===== config.mk =====
export PLATFORM = sky130hd
export DESIGN_NAME = dacc_top
export DESIGN_NICKNAME = d
export VERILOG_FILES = /design/src/rtl/dacc_pkg.sv /design/src/rtl/dacc_top.sv /design/src/rtl/dacc_skid.sv
export SDC_FILE = /design/constraint.sdc
export NUM_CORES = 1
export LEC_CHECK = 0
export ABC_CLOCK_PERIOD_IN_PS = 2800
export BUFFER_PORTS_ARGS = -buffer_cell sky130_fd_sc_hd__buf_2
export CORE_UTILIZATION = 53
export DETAILED_ROUTE_END_ITERATION = 8
export PLACE_DENSITY = 0.85
export SLEW_MARGIN = 15
export SYNTH_ARGS = -nofsm -noshare
export SYNTH_HDL_FRONTEND = slang
export SYNTH_SLANG_ARGS = --single-unit

===== constraint.sdc =====
create_clock -name pclk -period 2.8 [get_ports pclk]
set_clock_uncertainty 0.05 [all_clocks]
set_input_delay 0 -clock pclk [delete_from_list [all_inputs] [get_ports pclk]]
set_output_delay 0 -clock pclk [all_outputs]
set_load 0.005 [all_outputs]

===== src/rtl/dacc_pkg.sv =====
// Purpose: constants for the converter control block
// Assumes: 32-bit apb data, one word per register
// Notes: all offsets are byte addresses
package dacc_pkg;
  localparam logic [7:0] OFF_CTRL = 8'h00; // control_command
  localparam logic [7:0] OFF_MODE = 8'h04; // mode_config
  localparam logic [7:0] OFF_HOLD = 8'h08; // sample_holding
  localparam logic [7:0] OFF_OUT = 8'h0c; // sample_output
  localparam logic [7:0] OFF_FLAGS = 8'h10; // converter_flags
  localparam logic [7:0] OFF_IEN = 8'h14; // irq_enable_set
  localparam logic [7:0] OFF_IDIS = 8'h18; // irq_enable_clear
  localparam logic [7:0] OFF_IMASK = 8'h1c; // irq_mask_view
  localparam int BIT_SOFT_RESET_BIT = 0; // soft_reset_bit
  localparam int BIT_TRGON = 0; // timer_trigger_on
  localparam int BIT_SEL_LO = 1; // trigger_source_sel low bit
  localparam int BIT_RES = 4; // resolution_sel
  localparam int BIT_PEND = 0; // sample_pending
  localparam int DATA_W = 10; // sample width
  localparam int SEL_W = 3; // trigger select width
  localparam int NUM_TRIG = 6; // timer outputs
  localparam logic [4:0] MODE_MASK = 5'h1f; // writable mode bits
  localparam int CLK_MHZ = 10; // pclk rate
  localparam int STARTUP_US = 5; // longest startup
  localparam int STARTUP_CYC = STARTUP_US * CLK_MHZ; // startup length in cycles, 5 us times 10 MHz = 50
  localparam logic [5:0] STARTUP_CNT = 6'(STARTUP_CYC); // counter load
  typedef enum logic [2:0] {
    ST_OFF = 3'b001, // power manager off
    ST_WARM = 3'b010, // startup running
    ST_RUN = 3'b100 // converting
  } dacc_state_e;
endpackage : dacc_pkg


===== src/rtl/dacc_top.sv =====
// Purpose: register interface and transfer control of one converter channel
// Assumes: apb slave, inputs synchronous to pclk
// Notes: instantiate twice for the two channels
`timescale 1ns/1ps
`default_nettype none
// Notes on behaviour
// - no conversion before enable and startup
// - output register never writable by software
// - copy automatic or on trigger per mode
// - 8-bit mode shifts left two, zero lsbs
// - dma moves byte or half-word per sample
// - trigger off, each write starts conversion
// - trigger on, selected rising edge loads output
// - pending set while holding not yet moved
// - pending can raise the interrupt
// - two instances, each own interrupt line
// - eight registers, listed resets, write-only ones
// - no trigger, output one cycle after write
// - select codes 0 to 5, 11x reserved
// - right aligned, upper bits read zero
// - soft reset bit clears interface registers, not power sequence
module dacc_top
  import dacc_pkg::*;
(
  input wire logic pclk, // master clock
  input wire logic presetn, // async reset, active low
  input wire logic psel,
  input wire logic penable,
  input wire logic pwrite,
  input wire logic [7:0] paddr,
  input wire logic [31:0] pwdata,
  output logic [31:0] prdata,
  output logic pready,
  output logic pslverr,
  input wire logic power_manager_en, // enable from power manager
  input wire logic [5:0] timer_wave_out, // timer trigger outputs
  output logic [1:0] dma_size, // 0 byte, 1 half-word
  output logic [9:0] conv_code, // code driven to the analog core
  output logic conv_load, // one-cycle output load strobe
  output logic conv_irq // interrupt to the controller
);
  import dacc_pkg::*;

  // state registers
  dacc_state_e state_q, state_d; // power sequence
  logic [5:0] warm_q; // startup countdown
  logic [4:0] mode_q; // mode_config bits
  logic [DATA_W-1:0] hold_q; // sample_holding
  logic [DATA_W-1:0] out_q; // sample_output
  logic pend_q; // sample_pending
  logic mask_q; // irq mask
  logic [5:0] trig_q; // last timer levels
  logic irq_q; // registered irq
  logic load_q; // load strobe register

  // bus decode
  wire acc = psel && penable; // access phase
  wire wr = acc && pwrite; // write commit
  wire hit_ctrl = (paddr == OFF_CTRL);
  wire hit_mode = (paddr == OFF_MODE);
  wire hit_hold = (paddr == OFF_HOLD);
  wire hit_out = (paddr == OFF_OUT);
  wire hit_flags = (paddr == OFF_FLAGS);
  wire hit_ien = (paddr == OFF_IEN);
  wire hit_idis = (paddr == OFF_IDIS);
  wire hit_imask = (paddr == OFF_IMASK);
  wire mapped = hit_ctrl | hit_mode | hit_hold | hit_out | hit_flags |
                hit_ien | hit_idis | hit_imask;
  // soft reset acts on the same cycle as its write
  wire soft_reset_bit = wr && hit_ctrl && pwdata[BIT_SOFT_RESET_BIT];
  wire hold_wr = wr && hit_hold;

  // mode fields
  wire trig_on = mode_q[BIT_TRGON];
  wire [SEL_W-1:0] sel = mode_q[BIT_SEL_LO +: SEL_W];
  wire res8 = mode_q[BIT_RES];
  wire sel_ok = (sel < 3'(NUM_TRIG));
  wire [NUM_TRIG-1:0] rise = timer_wave_out & ~trig_q;
  wire trig_hit = trig_on && sel_ok && rise[sel];

  // adjusted sample, 8-bit mode shifts left two
  wire [DATA_W-1:0] adj = res8 ? {pwdata[7:0], 2'b00} : pwdata[9:0];
  wire running = (state_q == ST_RUN);

  // buffer between holding and output stages
  logic buf_in_ready;
  logic buf_out_valid;
  logic [DATA_W-1:0] buf_out_data;
  // fast path: direct write to output one cycle after write
  wire direct = hold_wr && !trig_on && running;
  // buffer only carries automatic-mode words; trigger mode loads
  // straight from holding so no stale word can follow a later edge
  // a fresh write replaces an unmoved pending word
  wire drain = running && !trig_on && !direct;
  wire push = pend_q && !trig_on && running && !hold_wr && buf_in_ready;
  wire trig_load = trig_hit && running && pend_q;

  dacc_skid #(.W(DATA_W)) u_skid (
    .pclk(pclk),
    .presetn(presetn),
    .clr(soft_reset_bit),
    .in_valid(push),
    .in_ready(buf_in_ready),
    .in_data(hold_q),
    .out_valid(buf_out_valid),
    .out_ready(drain),
    .out_data(buf_out_data)
  );

  // power sequence
  always_comb begin
    state_d = state_q;
    unique case (state_q)
      ST_OFF: if (power_manager_en) state_d = ST_WARM;
      ST_WARM: if (!power_manager_en) state_d = ST_OFF;
               else if (warm_q == 6'd1) state_d = ST_RUN;
      ST_RUN: if (!power_manager_en) state_d = ST_OFF;
      default: state_d = ST_OFF;
    endcase
  end

  // sequencer registers
  always_ff @(posedge pclk or negedge presetn) begin
    if (!presetn) begin
      state_q <= ST_OFF;
      warm_q <= '0;
    end else begin
      state_q <= state_d;
      warm_q <= (state_q == ST_OFF) ? STARTUP_CNT :
                (warm_q != 6'd0) ? 6'(warm_q - 6'd1) : warm_q;
    end
  end

  // mode and mask
  always_ff @(posedge pclk or negedge presetn) begin
    if (!presetn) begin
      mode_q <= '0;
      mask_q <= 1'b0;
    end else if (soft_reset_bit) begin
      mode_q <= '0;
      mask_q <= 1'b0;
    end else begin
      if (wr && hit_mode) mode_q <= pwdata[4:0] & MODE_MASK;
      if (wr && hit_ien && pwdata[BIT_PEND]) mask_q <= 1'b1;
      else if (wr && hit_idis && pwdata[BIT_PEND]) mask_q <= 1'b0;
    end
  end

  // holding register and pending flag; a new write wins over the move
  always_ff @(posedge pclk or negedge presetn) begin
    if (!presetn) begin
      hold_q <= '0;
      pend_q <= 1'b0;
    end else if (soft_reset_bit) begin
      hold_q <= '0;
      pend_q <= 1'b0;
    end else if (hold_wr) begin
      hold_q <= adj;
      pend_q <= !direct;
    end else if (push || trig_load) begin
      pend_q <= 1'b0;
    end
  end

  // output register, only loaded by hardware
  always_ff @(posedge pclk or negedge presetn) begin
    if (!presetn) begin
      out_q <= '0;
      load_q <= 1'b0;
    end else if (soft_reset_bit) begin
      out_q <= '0;
      load_q <= 1'b0;
    end else if (direct) begin
      out_q <= adj;
      load_q <= 1'b1;
    end else if (trig_load) begin
      out_q <= hold_q;
      load_q <= 1'b1;
    end else if (buf_out_valid && drain) begin
      out_q <= buf_out_data;
      load_q <= 1'b1;
    end else begin
      load_q <= 1'b0;
    end
  end

  // timer level history and irq register
  always_ff @(posedge pclk or negedge presetn) begin
    if (!presetn) begin
      trig_q <= '0;
      irq_q <= 1'b0;
    end else begin
      trig_q <= timer_wave_out;
      irq_q <= pend_q && mask_q;
    end
  end

  // read mux
  wire [31:0] rd_mode = {27'h0, mode_q};
  wire [31:0] rd_hold = {22'h0, hold_q};
  wire [31:0] rd_out = {22'h0, out_q};
  wire [31:0] rd_flags = {31'h0, pend_q};
  wire [31:0] rd_imask = {31'h0, mask_q};
  assign prdata = !(acc && !pwrite) ? 32'h00000000 :
                  hit_mode ? rd_mode :
                  hit_hold ? rd_hold :
                  hit_out ? rd_out :
                  hit_flags ? rd_flags :
                  hit_imask ? rd_imask : 32'h00000000;
  assign pready = 1'b1;
  assign pslverr = acc && !mapped;
  assign dma_size = res8 ? 2'd0 : 2'd1;
  assign conv_code = out_q;
  assign conv_load = load_q;
  assign conv_irq = irq_q;

  // assertions
  property p_noload_cold;
    @(posedge pclk) disable iff (!presetn)
    !running |=> !conv_load;
  endproperty
  a_noload_cold: assert property (p_noload_cold) else $error("load while not running");
  property p_direct;
    @(posedge pclk) disable iff (!presetn)
    (hold_wr && !trig_on && running && !soft_reset_bit) |=> (out_q == $past(adj)) && conv_load;
  endproperty
  a_direct: assert property (p_direct) else $error("automatic move late");
  property p_out_ro;
    @(posedge pclk) disable iff (!presetn)
    (wr && hit_out && !direct && !trig_hit && !(buf_out_valid && drain)) |=> $stable(out_q);
  endproperty
  a_out_ro: assert property (p_out_ro) else $error("output written by bus");
  property p_res8;
    @(posedge pclk) disable iff (!presetn)
    (hold_wr && res8 && !soft_reset_bit) |=> hold_q[1:0] == 2'b00 && hold_q[9:2] == $past(pwdata[7:0]);
  endproperty
  a_res8: assert property (p_res8) else $error("8-bit shift wrong");
  property p_trig;
    @(posedge pclk) disable iff (!presetn)
    (trig_hit && running && pend_q && !hold_wr && !soft_reset_bit) |=> out_q == $past(hold_q) && !pend_q;
  endproperty
  a_trig: assert property (p_trig) else $error("trigger edge missed");
  property p_pend;
    @(posedge pclk) disable iff (!presetn)
    (hold_wr && trig_on && !soft_reset_bit) |=> pend_q;
  endproperty
  a_pend: assert property (p_pend) else $error("pending not set");
  property p_irq;
    @(posedge pclk) disable iff (!presetn)
    (pend_q && mask_q) |=> conv_irq;
  endproperty
  a_irq: assert property (p_irq) else $error("irq not raised");
  property p_mask;
    @(posedge pclk) disable iff (!presetn)
    (wr && hit_ien && pwdata[0] && !soft_reset_bit) |=> mask_q;
  endproperty
  a_mask: assert property (p_mask) else $error("enable did not set mask");
  property p_soft_reset_bit;
    @(posedge pclk) disable iff (!presetn)
    soft_reset_bit |=> mode_q == 5'h00 && !pend_q && !mask_q && out_q == 10'h000;
  endproperty
  a_soft_reset_bit: assert property (p_soft_reset_bit) else $error("soft reset incomplete");
  property p_dma;
    @(posedge pclk) disable iff (!presetn)
    res8 |-> dma_size == 2'd0;
  endproperty
  a_dma: assert property (p_dma) else $error("dma size wrong");
  // reserved select codes never load the output
  property p_sel_resv;
    @(posedge pclk) disable iff (!presetn)
    (trig_on && !sel_ok) |=> !conv_load;
  endproperty
  a_sel_resv: assert property (p_sel_resv) else $error("reserved select loaded");
  // trigger mode loads only on a selected edge
  property p_trig_once;
    @(posedge pclk) disable iff (!presetn)
    (trig_on && !trig_hit) |=> !conv_load;
  endproperty
  a_trig_once: assert property (p_trig_once) else $error("load without edge");
  // running automatic mode drains a buffered word at once unless a direct write takes that cycle
  property p_auto_drain;
    @(posedge pclk) disable iff (!presetn)
    (running && !trig_on && buf_out_valid && !soft_reset_bit) |=> conv_load;
  endproperty
  a_auto_drain: assert property (p_auto_drain) else $error("buffered word stuck");
  // automatic write while running leaves nothing pending
  property p_pend_clr;
    @(posedge pclk) disable iff (!presetn)
    (hold_wr && !trig_on && running && !soft_reset_bit) |=> !pend_q;
  endproperty
  a_pend_clr: assert property (p_pend_clr) else $error("pending after move");
  // powered down never jumps straight to running
  property p_off_run;
    @(posedge pclk) disable iff (!presetn)
    (state_q == ST_OFF) |=> !running;
  endproperty
  a_off_run: assert property (p_off_run) else $error("startup skipped");
  // startup counter live during warm-up
  property p_warm;
    @(posedge pclk) disable iff (!presetn)
    (state_q == ST_WARM) |-> (warm_q != 6'd0);
  endproperty
  a_warm: assert property (p_warm) else $error("warm-up count empty");
  // unmapped access flagged and reads zero
  property p_unmapped;
    @(posedge pclk) disable iff (!presetn)
    (acc && !mapped) |-> pslverr && (prdata == 32'h00000000);
  endproperty
  a_unmapped: assert property (p_unmapped) else $error("unmapped access not refused");
  // mapped access never errors
  property p_mapped_ok;
    @(posedge pclk) disable iff (!presetn)
    (acc && mapped) |-> !pslverr;
  endproperty
  a_mapped_ok: assert property (p_mapped_ok) else $error("error on mapped access");
  // sample reads keep the upper bits clear
  property p_upper_zero;
    @(posedge pclk) disable iff (!presetn)
    (acc && !pwrite && (hit_hold || hit_out)) |-> (prdata[31:10] == 22'h0);
  endproperty
  a_upper_zero: assert property (p_upper_zero) else $error("upper sample bits set");
  // mode register keeps what was written
  property p_mode_wr;
    @(posedge pclk) disable iff (!presetn)
    (wr && hit_mode) |=> (mode_q == $past(pwdata[4:0]));
  endproperty
  a_mode_wr: assert property (p_mode_wr) else $error("mode write lost");
  // disable write clears the mask
  property p_idis;
    @(posedge pclk) disable iff (!presetn)
    (wr && hit_idis && pwdata[BIT_PEND]) |=> !mask_q;
  endproperty
  a_idis: assert property (p_idis) else $error("disable did not clear mask");
  // interrupt drops once pending or mask is gone
  property p_irq_off;
    @(posedge pclk) disable iff (!presetn)
    !(pend_q && mask_q) |=> !conv_irq;
  endproperty
  a_irq_off: assert property (p_irq_off) else $error("irq without cause");
endmodule : dacc_top
`default_nettype wire


===== src/rtl/dacc_skid.sv =====
// Purpose: two-entry buffer between holding and output stage
// Assumes: synchronous clear from soft reset
// Notes: full and empty are exact
`timescale 1ns/1ps
`default_nettype none
module dacc_skid #(
  parameter int W = 10
) (
  input wire logic pclk,
  input wire logic presetn,
  input wire logic clr,
  input wire logic in_valid,
  output logic in_ready,
  input wire logic [W-1:0] in_data,
  output logic out_valid,
  input wire logic out_ready,
  output logic [W-1:0] out_data
);
  logic [W-1:0] mem_q [2]; // entries
  logic wp_q; // write index
  logic rp_q; // read index
  logic [1:0] cnt_q; // fill level
  wire push = in_valid && in_ready; // accepted word
  wire pop = out_valid && out_ready; // drained word
  assign in_ready = (cnt_q != 2'd2);
  assign out_valid = (cnt_q != 2'd0);
  assign out_data = mem_q[rp_q];
  // pointers and level
  always_ff @(posedge pclk or negedge presetn) begin
    if (!presetn) begin
      wp_q <= 1'b0;
      rp_q <= 1'b0;
      cnt_q <= 2'd0;
    end else if (clr) begin
      wp_q <= 1'b0;
      rp_q <= 1'b0;
      cnt_q <= 2'd0;
    end else begin
      wp_q <= wp_q ^ push;
      rp_q <= rp_q ^ pop;
      cnt_q <= 2'(cnt_q + {1'b0, push} - {1'b0, pop});
    end
  end
  // storage
  always_ff @(posedge pclk or negedge presetn) begin
    if (!presetn) begin
      mem_q[0] <= '0;
      mem_q[1] <= '0;
    end else if (push) begin
      mem_q[wp_q] <= in_data;
    end
  end
endmodule : dacc_skid
`default_nettype wire


==> flow_summary.toml <==
[worst_setup_path]
required_ps = 3040
arrival_ps = 2600
worstPathCellList = "or4b_2 > nand3_1 > nand4_1 > a21oi_2 > a221o_1"
cpPeakStageDelay_ps = 690
cp_max_fo = 9
end_kind = "register"
start_kind = "register"
worst-path-stages = 5
critPathBufInv = 0
crit_family = "simple AND/OR/NAND/NOR gates"
crit_path_top_delay_cell = "or4b_2"
crit_type = "reg2reg"
reg2regPathDepth = 5

[yosys]
yosys_warnings = 0
synth_top_cell_area_share = 0.441
ys_seq_area_frac = 0.448
synthArstFlopShare = 1.00
synth_edf_count = 0
synth_area_leader_cell = "dfrtp_1"
synth_cell_types = 53
syn_avg_cell_area_sq_um = 10.7
post-synth-top-count-cell = "dfrtp_1"
synth_ff_type = "dfrtp_1"
synth.area.top_cells = "dfrtp_1, mux2_2, mux2i_1, buf_4, nor2_1"
syn_inst = 356
synth_common_cells = "dfrtp_1, nor2_1, mux2_2, buf_4, mux2i_1"
syn_area_sq_um = 3800
ys_ff_latch = 68

[timing]
setup_slack_ps = 434
rsz0062_at_grt = "no"
clock.fmax_mhz = 423
maxSlewHeadroom = 0.318
hold_viol_final = 0
fin_crit_ps = 2370
slew_viol_final = 0
tightest_slew_ps = 1020
setup_viol = 0
period_share = 0.845
tns_ps = 0

[layout]
stdcell_area_sq_um = 4440
drive_gt1_frac = 0.305
area_growth_syn_to_layout_pct = 16.7
antenna_cells = 0
final_nets = 484

[floorplan]
fp.dieH_um = 86.7
core_sq_um = 6870
pin_count = 100
initial_core_util = 0.554
fp.dieW_um = 86.7
die-area_sq_um = 7520
rows = 30

[power_and_ir_drop]
p_leak_nw = 2.20
power_density_nw_per_um2 = 507
power_mw = 2.25
vdd_drop_max_v = 0.000281

[route]
first_pass_iters = 6
ant_nets = 0
first_iter_violations = 211
detail_route.wirelength_um = 9320
routedWlPerCell_um = 17.7
drc = 0
routed_via_density = 6.06
vias = 3186

[global_routing]
antenna_found_initial = 0
grt_pass1_wl_um = 14700
grt_max_degree = 48
grt-ovfl-total = 0
grt_use_total = 0.259
grt_pass1_vias = 2945

[placement]
pre_cts_ws_ps = 528
port_buffers = 53
routabilityCongestion = 0.869
hpwlAfterDp_um = 6150
placed_area_sq_um = 4100

[job]
drv_cap = 0

[worst_hold_path]
holdPathStages = 4
hp-class = "in2reg"

[clocking]
h-tree-depth = 3
cts.sink_count = 68
post_cts_resized = 0
clockBufferDepth = 2
clkTransAtPathRegs_ps = 80
cts_buffers = 9
cts_tree = "built"
clock_latency_ps = 350
root_buffer = "clkbuf_8"

[outcome]
outcome = "completed"
cell type report:
type,instances,area [sq um]
clock buffers,9,124
multi-input cells,258,1880
clock inverters,6,90.1
well taps,96,120
fillers,498,2430
inverters,13,48.8
flip-flops and latches,68,1700
repair buffers,76,470
worst reg2reg max path: cells and delay by family, from the launching register on:
kind	cells	cell delay (ps)
DFF	1	470
and+or+nand+nor	3	1000
AOI/OAI and AO/OA	2	800
routing by layer:
metal | routed length (um) | up-vias | GRT usage | share of wire
met3 | 679 | 53 | 0.0476 | 0.073
met2 | 4490 | 202 | 0.424 | 0.48
li1 | - | 1376 | - | -
met1 | 3730 | 1555 | 0.324 | 0.40
met5 | 0 | - | 0 | 0
met4 | 416 | 0 | 0.147 | 0.045
worst paths after layout:
check	to	start	slack, ps
max reg2reg	conv_code[6]$_DFFE_PN0P_	mode_q[3]$_DFFE_PN0P_	430
min in group asynchronous	warm_q[0]$_DFFE_PN0P_	presetn	310
min	hold_q[6]$_DFFE_PN0P_	pwdata[6]	40
max	conv_code[6]$_DFFE_PN0P_	mode_q[3]$_DFFE_PN0P_	430
max in group asynchronous	mode_q[3]$_DFFE_PN0P_	presetn	1630
min reg2reg	u_skid.mem_q[13]$_DFFE_PN0P_	u_skid.mem_q[13]$_DFFE_PN0P_	450
placed cells by master (no fill, tap or decap), types with 5 or more instances in the layout:
cell type	n
o21ai_0	8
ha_1	6
conb_1	24
a22oi_1	5
dlygate4sd3_1	13
a221o_1	9
dfrtp_1	67
mux2_2	42
nand3_1	11
nand2_1	15
a32o_1	8
nor2_1	43
inv_1	13
buf_2	53
buf_4	10
a21oi_1	8
clkbuf_8	9
mux2i_1	18
sequential cells by signal, indices dropped and copies added, names as in the netlist, 2 cells and up:
signal,flops
u_skid.cnt_q,2
state_q,3
trig_q,6
warm_q,6
u_skid.mem_q,20
mode_q,5
hold_q,10
conv_code,10
through the flow:
step	utilization	hold slack, ps	instances
2_1_floorplan	-	-346	378
3_3_place_gp	0.596	68.9	498
3_5_place_dp	0.596	77.5	498
4_1_cts	0.646	23.6	526
5_1_grt	0.646	34.1	526
6_report	0.646	36.3	526
power breakdown:
group | internal (mW) | total (mW) | switching [mW]
Sequential | 1.04 | 1.10 | 0.0612
Clock | 0.497 | 0.874 | 0.376
Combinational | 0.120 | 0.279 | 0.159
cells by family (layout without fill, tap and decap cells):
logic type / after synthesis / after routing / share of synthesized area
AO/OA/AOI/OAI: 52 / 52 / 0.109
XOR/XNOR: 5 / 5 / 0.0115
adder cells (fa/ha/maj): 6 / 6 / 0.0197
buffers and inverters: 52 / 104 / 0.0789
flip-flops: 68 / 68 / 0.448
multiplexers: 60 / 60 / 0.172
other: 2 / 24 / 0.00197
AND/OR/NAND/NOR: 111 / 111 / 0.159
what timing repair did:
action | 4_1_cts | 5_1_grt
hold buffers | 13 | 0
endpoints found under the hold margin | 58 | 0
buffers inserted | 0 | 0
Power figures use the tool's default switching activity.
